`config.mk`:
```
export PLATFORM = sky130hd
export DESIGN_NAME = standby_pin_state_control
export DESIGN_NICKNAME = d
export VERILOG_FILES = /design/src/logic/pin_state_pkg.sv /design/src/logic/level_sync3.sv /design/src/logic/pin_drive_cell.sv /design/src/logic/standby_pin_state_control.sv
export SDC_FILE = /design/constraint.sdc
export NUM_CORES = 1
export LEC_CHECK = 0
export BUFFER_PORTS_ARGS = -buffer_cell sky130_fd_sc_hd__buf_4
export CELL_PAD_IN_SITES_DETAIL_PLACEMENT = 1
export CELL_PAD_IN_SITES_GLOBAL_PLACEMENT = 1
export CORE_MARGIN = 8
export CORE_UTILIZATION = 37
export DETAILED_ROUTE_END_ITERATION = 10
export PLACE_DENSITY_LB_ADDON = 0.1
export SKIP_CTS_REPAIR_TIMING = 1
export SYNTH_ARGS = -nofsm -noshare
export SYNTH_HDL_FRONTEND = slang
export SYNTH_HIERARCHICAL = 1
export SYNTH_SLANG_ARGS = --single-unit
```
`constraint.sdc`:
```
create_clock -name clk -period 6.78 [get_ports clk]
set_clock_uncertainty 0.2 [all_clocks]
set_input_delay 1.356 -clock clk [delete_from_list [all_inputs] [get_ports clk]]
set_output_delay 1.356 -clock clk [all_outputs]
set_load 0.02 [all_outputs]
```
`src/logic/pin_state_pkg.sv`:
```
// Purpose: Shared types and constants for the standby pin state control.
// Assumes: One clock domain, synchronous active-low reset.
// Notes:   Power mode codes are supplied by the power controller.

package pin_state_pkg;

    // ----------------------------------------------------------------
    // Power modes requested by the power controller
    // ----------------------------------------------------------------
    typedef enum logic [3:0] {
        MODE_RUN        = 4'h0,
        MODE_SLEEP      = 4'h1,
        MODE_MAIN_TIMER = 4'h2,
        MODE_SUB_TIMER  = 4'h3,
        MODE_LCR_TIMER  = 4'h4,
        MODE_RTC        = 4'h5,
        MODE_STOP       = 4'h6,
        MODE_DEEP_RTC   = 4'h7,
        MODE_DEEP_STOP  = 4'h8,
        MODE_DEEP_RET   = 4'h9
    } power_mode_type;

    // ----------------------------------------------------------------
    // Pin state classes
    // ----------------------------------------------------------------
    typedef enum logic [2:0] {
        PS_POR      = 3'h0,
        PS_EXT_RST  = 3'h1,
        PS_INT_RST  = 3'h2,
        PS_RUN      = 3'h3,
        PS_STBY     = 3'h4,
        PS_DEEP     = 3'h5,
        PS_DEEP_RET = 3'h6
    } pin_state_type;

    // ----------------------------------------------------------------
    // Per-pin output source
    // ----------------------------------------------------------------
    typedef enum logic [1:0] {
        DRV_HIZ  = 2'h0,
        DRV_FUNC = 2'h1,
        DRV_PORT = 2'h2,
        DRV_HELD = 2'h3
    } drive_sel_type;

    localparam logic LVL_RESET      = 1'b0;
    localparam logic SYNC_RESET_VAL = 1'b1;
    localparam logic PULL_UP_ON     = 1'b1;
    localparam logic INPUT_ON       = 1'b1;

endpackage

```
`src/logic/level_sync3.sv`:
```
// Purpose: Three-stage synchroniser for a level from a pin.
// Assumes: Input is asynchronous to clk.
// Notes:   Output moves only when stages two and three agree.

`timescale 1ns/1ps

module level_sync3 (
    // Clock and reset
    input  wire logic clk,
    input  wire logic resetn,
    // Level
    input  wire logic async_in,
    output logic      sync_out
);

    logic s1_q, s2_q, s3_q, out_q;
    logic s1_d, s2_d, s3_d, out_d;

    always_comb begin
        s1_d  = async_in;
        s2_d  = s1_q;
        s3_d  = s2_q;
        out_d = (s2_q == s3_q) ? s3_q : out_q;
    end

    always_ff @(posedge clk) begin
        if (!resetn) begin
            s1_q  <= pin_state_pkg::SYNC_RESET_VAL;
            s2_q  <= pin_state_pkg::SYNC_RESET_VAL;
            s3_q  <= pin_state_pkg::SYNC_RESET_VAL;
            out_q <= pin_state_pkg::SYNC_RESET_VAL;
        end else begin
            s1_q  <= s1_d;
            s2_q  <= s2_d;
            s3_q  <= s3_d;
            out_q <= out_d;
        end
    end

    assign sync_out = out_q;

endmodule

```
`src/logic/pin_drive_cell.sv`:
```
// Purpose: One pad: output source select, hold latch, input gating.
// Assumes: Controls come from the pin state decoder on the same clock.
// Notes:   All pad outputs are registered, one cycle behind controls.

`timescale 1ns/1ps

module pin_drive_cell (
    // Clock and reset
    input  wire logic                         clk,
    input  wire logic                         resetn,
    // Control
    input  wire pin_state_pkg::drive_sel_type drive_sel,
    input  wire logic                         in_gate,
    input  wire logic                         capture,
    // Sources
    input  wire logic                         func_out,
    input  wire logic                         func_oe,
    input  wire logic                         port_out,
    input  wire logic                         port_oe,
    // Pad
    input  wire logic                         pad_in,
    output logic                              pad_out,
    output logic                              pad_oe,
    output logic                              core_in
);

    logic held_out_q, held_oe_q, out_q, oe_q, in_q;
    logic held_out_d, held_oe_d, out_d, oe_d, in_d;

    always_comb begin
        held_out_d = capture ? port_out : held_out_q;
        held_oe_d  = capture ? port_oe  : held_oe_q;
        unique case (drive_sel)
            pin_state_pkg::DRV_HIZ: begin
                out_d = 1'b0;
                oe_d  = 1'b0;
            end
            pin_state_pkg::DRV_FUNC: begin
                out_d = func_out;
                oe_d  = func_oe;
            end
            pin_state_pkg::DRV_PORT: begin
                out_d = port_out;
                oe_d  = port_oe;
            end
            pin_state_pkg::DRV_HELD: begin
                out_d = held_out_q;
                oe_d  = held_oe_q;
            end
        endcase
        // Gated input reads low, not the pad
        in_d = in_gate ? 1'b0 : pad_in;
    end

    always_ff @(posedge clk) begin
        if (!resetn) begin
            held_out_q <= 1'b0;
            held_oe_q  <= 1'b0;
            out_q      <= 1'b0;
            oe_q       <= 1'b0;
            in_q       <= 1'b0;
        end else begin
            held_out_q <= held_out_d;
            held_oe_q  <= held_oe_d;
            out_q      <= out_d;
            oe_q       <= oe_d;
            in_q       <= in_d;
        end
    end

    assign pad_out = out_q;
    assign pad_oe  = oe_q;
    assign core_in = in_q;

endmodule

```
`src/logic/standby_pin_state_control.sv`:
```
// Purpose: Pin drive and input gating for every reset and power state.
// Assumes: Power controller gives mode codes; pads resolve oe/out.
// Notes:   Reset classes outrank the requested power mode.
//
// Function
// - Software-writable standby pin level bit selects standby pin behaviour.
// - An unusable input reads constant low inside the device.
// - A high-impedance pin has its output driver turned off.
// - Held pins: peripherals keep driving, port pins keep last value.
// - Deep standby switches pins to port function.
// - Deep standby: level 0 port-driven input low; level 1 Hi-Z input low.
// - Timer/RTC/stop: level 0 holds state; level 1 Hi-Z input low.
// - External reset pin keeps pull-up and input on in every state.
// - Main clock input pin keeps input enabled in every state.
// - Oscillator output holds while running, Hi-Z input low once stopped.
// - During any reset, port pins ignore function configuration.
// - External clock pin: deep level 0 holds, level 1 Hi-Z input low.
// - Whole low time of external reset pin is the external reset state; code enters it only after level_sync3 and drops lows under two clocks.
// - Main oscillator stops in sub/CR timer, RTC, stop, deep RTC and deep stop modes.

`timescale 1ns/1ps

module standby_pin_state_control #(
    parameter int N_PINS = 8
) (
    // Clock and reset
    input  wire logic              clk,
    input  wire logic              resetn,
    // Power controller
    input  wire logic              por_active,
    input  wire logic              int_reset_active,
    input  wire logic [3:0]        power_mode,
    // Standby mode control write
    input  wire logic              ctrl_wr_en,
    input  wire logic              ctrl_wr_lvl,
    output logic                   standby_pin_level_sel,
    // External reset pad
    input  wire logic              external_reset_input_n,
    output logic                   ext_reset_pullup_en,
    output logic                   ext_reset_input_en,
    output logic                   ext_reset_core_n,
    // Mode pad
    output logic                   mode_pin_input_en,
    // General pins
    input  wire logic [N_PINS-1:0] func_sel,
    input  wire logic [N_PINS-1:0] periph_out,
    input  wire logic [N_PINS-1:0] periph_oe,
    input  wire logic [N_PINS-1:0] port_out,
    input  wire logic [N_PINS-1:0] port_oe,
    input  wire logic [N_PINS-1:0] pad_in,
    output logic      [N_PINS-1:0] pad_out,
    output logic      [N_PINS-1:0] pad_oe,
    output logic      [N_PINS-1:0] core_in,
    // Main oscillator input pad
    input  wire logic              x0_osc_sel,
    input  wire logic              x0_pad_in,
    output logic                   x0_core_in,
    // Main oscillator output pad
    input  wire logic              x1_ext_clk_mode,
    input  wire logic              osc_drive,
    input  wire logic              x1_port_out,
    input  wire logic              x1_port_oe,
    input  wire logic              x1_pad_in,
    output logic                   x1_pad_out,
    output logic                   x1_pad_oe,
    output logic                   x1_core_in,
    // Status
    output pin_state_pkg::pin_state_type pin_state,
    output logic                   main_osc_stopped
);

    // ----------------------------------------------------------------
    // Decode helpers
    // ----------------------------------------------------------------
    function automatic pin_state_pkg::pin_state_type decode_state(
        input logic                          por,
        input logic                          ext_rst,
        input logic                          int_rst,
        input pin_state_pkg::power_mode_type m
    );
        if (por) begin
            return pin_state_pkg::PS_POR;
        end
        if (ext_rst) begin
            return pin_state_pkg::PS_EXT_RST;
        end
        if (int_rst) begin
            return pin_state_pkg::PS_INT_RST;
        end
        unique case (m)
            pin_state_pkg::MODE_RUN,
            pin_state_pkg::MODE_SLEEP:      return pin_state_pkg::PS_RUN;
            pin_state_pkg::MODE_MAIN_TIMER,
            pin_state_pkg::MODE_SUB_TIMER,
            pin_state_pkg::MODE_LCR_TIMER,
            pin_state_pkg::MODE_RTC,
            pin_state_pkg::MODE_STOP:       return pin_state_pkg::PS_STBY;
            pin_state_pkg::MODE_DEEP_RTC,
            pin_state_pkg::MODE_DEEP_STOP:  return pin_state_pkg::PS_DEEP;
            pin_state_pkg::MODE_DEEP_RET:   return pin_state_pkg::PS_DEEP_RET;
            // Unknown codes treated as run: safest for live pins
            default:                        return pin_state_pkg::PS_RUN;
        endcase
    endfunction

    function automatic logic osc_is_stopped(
        input pin_state_pkg::power_mode_type m
    );
        return (m == pin_state_pkg::MODE_SUB_TIMER) ||
               (m == pin_state_pkg::MODE_LCR_TIMER) ||
               (m == pin_state_pkg::MODE_RTC)       ||
               (m == pin_state_pkg::MODE_STOP)      ||
               (m == pin_state_pkg::MODE_DEEP_RTC)  ||
               (m == pin_state_pkg::MODE_DEEP_STOP);
    endfunction

    function automatic logic in_reset(
        input pin_state_pkg::pin_state_type s
    );
        return (s == pin_state_pkg::PS_POR)     ||
               (s == pin_state_pkg::PS_EXT_RST) ||
               (s == pin_state_pkg::PS_INT_RST);
    endfunction

    function automatic pin_state_pkg::drive_sel_type port_drive(
        input pin_state_pkg::pin_state_type s,
        input logic                         lvl,
        input logic                         func
    );
        if (in_reset(s)) begin
            return pin_state_pkg::DRV_HIZ;
        end
        unique case (s)
            pin_state_pkg::PS_RUN:
                return func ? pin_state_pkg::DRV_FUNC
                            : pin_state_pkg::DRV_PORT;
            pin_state_pkg::PS_STBY: begin
                if (lvl) begin
                    return pin_state_pkg::DRV_HIZ;
                end
                return func ? pin_state_pkg::DRV_FUNC
                            : pin_state_pkg::DRV_HELD;
            end
            pin_state_pkg::PS_DEEP:
                return lvl ? pin_state_pkg::DRV_HIZ
                           : pin_state_pkg::DRV_PORT;
            default:
                return pin_state_pkg::DRV_PORT;
        endcase
    endfunction

    function automatic logic port_gate(
        input pin_state_pkg::pin_state_type s,
        input logic                         lvl
    );
        if (in_reset(s) || s == pin_state_pkg::PS_DEEP) begin
            return 1'b1;
        end
        return (s == pin_state_pkg::PS_STBY) && lvl;
    endfunction

    // ----------------------------------------------------------------
    // State registers
    // ----------------------------------------------------------------
    logic                           ext_rst_n_sync;
    logic                           lvl_q, lvl_d;
    pin_state_pkg::power_mode_type  mode_q, mode_d;
    pin_state_pkg::pin_state_type   state_q, state_d;
    logic                           capture;

    level_sync3 u_ext_rst_sync (
        .clk      (clk),
        .resetn   (resetn),
        .async_in (external_reset_input_n),
        .sync_out (ext_rst_n_sync)
    );

    always_comb begin
        lvl_d   = ctrl_wr_en ? ctrl_wr_lvl : lvl_q;
        mode_d  = pin_state_pkg::power_mode_type'(power_mode);
        state_d = decode_state(por_active, !ext_rst_n_sync,
                               int_reset_active, mode_d);
    end

    always_ff @(posedge clk) begin
        if (!resetn) begin
            lvl_q   <= pin_state_pkg::LVL_RESET;
            mode_q  <= pin_state_pkg::MODE_RUN;
            state_q <= pin_state_pkg::PS_POR;
        end else begin
            lvl_q   <= lvl_d;
            mode_q  <= mode_d;
            state_q <= state_d;
        end
    end

    // Hold latches track run values, freeze on leaving run
    assign capture = (state_q == pin_state_pkg::PS_RUN);

    // ----------------------------------------------------------------
    // General pins
    // ----------------------------------------------------------------
    for (genvar i = 0; i < N_PINS; i++) begin : g_pin
        pin_drive_cell u_cell (
            .clk       (clk),
            .resetn    (resetn),
            .drive_sel (port_drive(state_q, lvl_q, func_sel[i])),
            .in_gate   (port_gate(state_q, lvl_q)),
            .capture   (capture),
            .func_out  (periph_out[i]),
            .func_oe   (periph_oe[i]),
            .port_out  (port_out[i]),
            .port_oe   (port_oe[i]),
            .pad_in    (pad_in[i]),
            .pad_out   (pad_out[i]),
            .pad_oe    (pad_oe[i]),
            .core_in   (core_in[i])
        );
    end

    // ----------------------------------------------------------------
    // Oscillator output pin
    // ----------------------------------------------------------------
    pin_state_pkg::drive_sel_type x1_sel;
    logic                         x1_gate;

    always_comb begin
        if (x1_ext_clk_mode) begin
            if (state_q == pin_state_pkg::PS_DEEP) begin
                x1_sel  = lvl_q ? pin_state_pkg::DRV_HIZ
                                : pin_state_pkg::DRV_HELD;
                x1_gate = lvl_q;
            end else begin
                x1_sel  = port_drive(state_q, lvl_q, 1'b0);
                x1_gate = port_gate(state_q, lvl_q);
            end
        end else if (in_reset(state_q) || osc_is_stopped(mode_q)) begin
            x1_sel  = pin_state_pkg::DRV_HIZ;
            x1_gate = 1'b1;
        end else begin
            // Crystal drive keeps going while oscillating
            x1_sel  = pin_state_pkg::DRV_FUNC;
            x1_gate = 1'b0;
        end
    end

    pin_drive_cell u_x1_cell (
        .clk       (clk),
        .resetn    (resetn),
        .drive_sel (x1_sel),
        .in_gate   (x1_gate),
        .capture   (capture),
        .func_out  (osc_drive),
        .func_oe   (1'b1),
        .port_out  (x1_port_out),
        .port_oe   (x1_port_oe),
        .pad_in    (x1_pad_in),
        .pad_out   (x1_pad_out),
        .pad_oe    (x1_pad_oe),
        .core_in   (x1_core_in)
    );

    // ----------------------------------------------------------------
    // Always-on inputs
    // ----------------------------------------------------------------
    logic x0_in_q, x0_in_d;

    always_comb begin
        x0_in_d = x0_osc_sel ? x0_pad_in : 1'b0;
    end

    always_ff @(posedge clk) begin
        if (!resetn) begin
            x0_in_q <= 1'b0;
        end else begin
            x0_in_q <= x0_in_d;
        end
    end

    assign x0_core_in            = x0_in_q;
    assign ext_reset_pullup_en   = pin_state_pkg::PULL_UP_ON;
    assign ext_reset_input_en    = pin_state_pkg::INPUT_ON;
    assign ext_reset_core_n      = ext_rst_n_sync;
    assign mode_pin_input_en     = pin_state_pkg::INPUT_ON;
    assign standby_pin_level_sel = lvl_q;
    assign pin_state             = state_q;
    assign main_osc_stopped      = osc_is_stopped(mode_q);
endmodule

```
==> impl_metrics.csv <==
group,metric,value,unit
routing,wl_per_cell,15.7,µm
die,die_w,98.3,µm
timing,holdWs,0.224,ns
power_and_ir_drop,ir_drop,0.000115,V
timing,fin_crit_sh,0.444,
min_path,holdPathStages,1,
worst_setup_path,path_depth,3,
worst_setup_path,path_class,"flip-flop to primary output",
logic_synthesis,synth_edf_count,0,
routing,dr_total_vias,2271,
final_layout,nFillCells,781,
final_layout,fin_cells,454,
placement,dpl.hpwl,5460,µm
global_routing,grt_max_degree,31,
routing,drcViolationCount,0,
clock_tree,cts_tree,"done",
worst_setup_path,path_cells,"or4b_4 > o21ai_2 > buf_4",
worst_setup_path,cpPeakStageDelay,0.50,ns
routing,dr.pass1.iters,4,
logic_synthesis,synth.largest_area_cell,"dfxtp_1",
die,coreArea,6680,µm²
global_routing,grt_usage,0.153,
placement,portBuffers,99,
clock_tree,htreeDepth,3,
logic_synthesis,synth_top_area_share,0.463,
die,dieArea,9660,µm²
logic_synthesis,netlist_area,2510,µm²
logic_synthesis,synth_most_common_cell,"dfxtp_1",
logic_synthesis,synth_area_leaders,"dfxtp_1 46%, mux2i_1 15%, a211oi_1 5.7%",
worst_setup_path,critPathLaunchType,"flip-flop",
final_layout,drive_gt1_frac,0.321,
worst_setup_path,cp_slowest_cell,"or4b_4",
clock_tree,cts_num_sinks,58,
worst_setup_path,end_kind,"primary output",
power_and_ir_drop,p_leak,1.51,nW
timing,setup_viol,0,
final_layout,area_growth_syn_to_layout,40.7,%
timing,tightestPinTransition,0.875,ns
die,io_pins,103,
clock_tree,clock_path_buffers,2,
logic_synthesis,yosysSeqAreaShare,0.463,
worst_setup_path,worstPathRequired,5.22,ns
global_routing,first_global_vias,2575,
final_layout,fin_nets,435,
timing,timing.fmax,332,MHz
die,rows,30,
worst_setup_path,worst_ep_arrival_time,1.45,ns
logic_synthesis,synthDistinctLibCells,33,
timing,hold_violations,0,
outcome,outcome,"finished clean",
worst_setup_path,reg2reg_depth,5,
worst_setup_path,crit_family,"simple AND/OR/NAND/NOR gates",
logic_synthesis,ys_seq_elements,58,
routing,wl,7140,µm
placement,dp_cells,438,
timing,rsz0062_at_grt,"no",
timing,fin_crit,3.01,ns
die,start_util,0.375,
final_layout,n_antenna_cell,0,
logic_synthesis,synth_top_flop_cell,"dfxtp_1",
routing,drt_iter0_drc,63,
logic_synthesis,yosys-top-cells-count,"58 x dfxtp_1, 37 x mux2i_1, 33 x nor2_1, 24 x a21oi_1, 19 x a211oi_1",
global_routing,antenna_found_initial,0,
clock_tree,cts_buffers,9,
timing,maxSlewHeadroom,0.415,
worst_setup_path,cp_num_buf_inv,1,
logic_synthesis,syn_inst,264,
job,drv_cap,0,
global_routing,overflow,0,
global_routing,grt_pass1_wl,11900,µm
timing,tns,0,ns
logic_synthesis,ys_async_sr_fraction,0,
routing,viasPerCell,5.00,
routing,drtAntennaViolNets,0,
logic_synthesis,ys_warn_count,6,
logic_synthesis,syn_area_per_cell,9.49,µm²
power_and_ir_drop,p_per_area,219,nW/µm²
min_path,hp-class,"flip-flop to flip-flop",
die,die_y,98.3,µm
clock_tree,cts_root_buf,"clkbuf_8",
placement,routabilityCongestion,0.724,
clock_tree,clk_latency,0.33,ns
timing,finalMaxSlewViolations,0,
worst_setup_path,cp_max_fo,4,
clock_tree,clk_pin_slew,0.07,ns
## worst reg2reg max path: cells and delay by family, from the launching register on
| kind | cells | cell delay (ns) |
|---|---|---|
| compound gates | 2 | 0.60 |
| flops | 1 | 0.66 |
| mux | 1 | 0.10 |
| simple gates | 2 | 1.03 |
## where the power goes
part           leakage (nW)  internal, mW  switching, mW  total [mW]
Clock                 0.105         0.188          0.136       0.323
Combinational         0.938        0.0493         0.0443      0.0936
Sequential            0.471         0.349        0.00745       0.356
Total                  1.51         0.586          0.187       0.773
## flip-flops by register name (all words and copies together) (netlist names), 3 cells and up
| signal | flops |
|---|---|
| g_pin.u_cell/held_oe_q | 8 |
| pin_state | 3 |
| mode_q | 4 |
| g_pin.u_cell/held_out_q | 8 |
| g_pin.u_cell/pad_oe | 8 |
| g_pin.u_cell/pad_out | 8 |
| g_pin.u_cell/core_in | 8 |
## logic make-up (layout without fill, tap and decap cells)
family | after synthesis | in the layout | synth area share
other | 1 | 4 | 0.00150
AND/OR/NAND/NOR | 72 | 72 | 0.144
buffers and inverters | 19 | 126 | 0.0339
multiplexers | 37 | 37 | 0.148
AO/OA/AOI/OAI | 77 | 77 | 0.210
flip-flops | 58 | 58 | 0.463
## cell usage in the layout (no fill, tap or decap), drive strengths merged, types with 2 or more instances in the layout
cell type  instances
a211oi            19
a21o               8
a21oi             24
and2               4
and3               2
buf               99
clkbuf            11
clkinv             3
conb               4
dfxtp             58
inv               11
mux2i             37
nand2             12
nand2b             5
nor2              34
nor2b              9
o211ai             3
o21ai              3
o21bai             9
o2bb2ai            8
or4b               2
## through the flow
| step | utilization | power (mW) | area [µm²] | setup slack, ns |
|---|---|---|---|---|
| 2_1_floorplan | - | 0.407 | 2520 | 4.25 |
| 3_3_place_gp | 0.497 | 0.456 | 3320 | 4.10 |
| 3_5_place_dp | 0.497 | 0.459 | 3320 | 4.07 |
| 4_1_cts | 0.528 | 0.789 | 3530 | 3.74 |
| 5_1_grt | 0.528 | 0.810 | 3530 | 3.71 |
| 6_report | 0.528 | 0.773 | 3530 | 3.77 |
## metal layers
layer  up-vias  track usage  share of wire
met1      1037        0.165           0.43
li1       1153            -              -
met2        71        0.256           0.48
met4         0       0.0567          0.012
met3        10       0.0690          0.079
met5         -            0              0
## worst paths after layout
check,from,endpoint,slack [ns]
worst max-delay path,mode_q[3]$_SDFF_PN0_,main_osc_stopped,3.77
worst min-delay path,u_ext_rst_sync/s1_q$_SDFF_PN1_,u_ext_rst_sync/s2_q$_SDFF_PN1_,0.22
worst max register to register,pin_state[0]$_SDFF_PP0_,g_pin[7].u_cell/pad_out$_SDFF_PN0_,4.08
worst min register to register,u_ext_rst_sync/s1_q$_SDFF_PN1_,u_ext_rst_sync/s2_q$_SDFF_PN1_,0.22
## area by class of cell
cell class | instances | area [µm²] | share of cell area
clock buffer | 11 | 151 | 0.0429
clock inverter | 5 | 52.6 | 0.0149
inverter | 11 | 41.3 | 0.0117
multi-input combinational | 190 | 1280 | 0.362
sequential | 58 | 1160 | 0.329
tap | 80 | 100 | 0.0284
timing repair buffer | 99 | 743 | 0.211
Power figures use the tool's default switching activity.
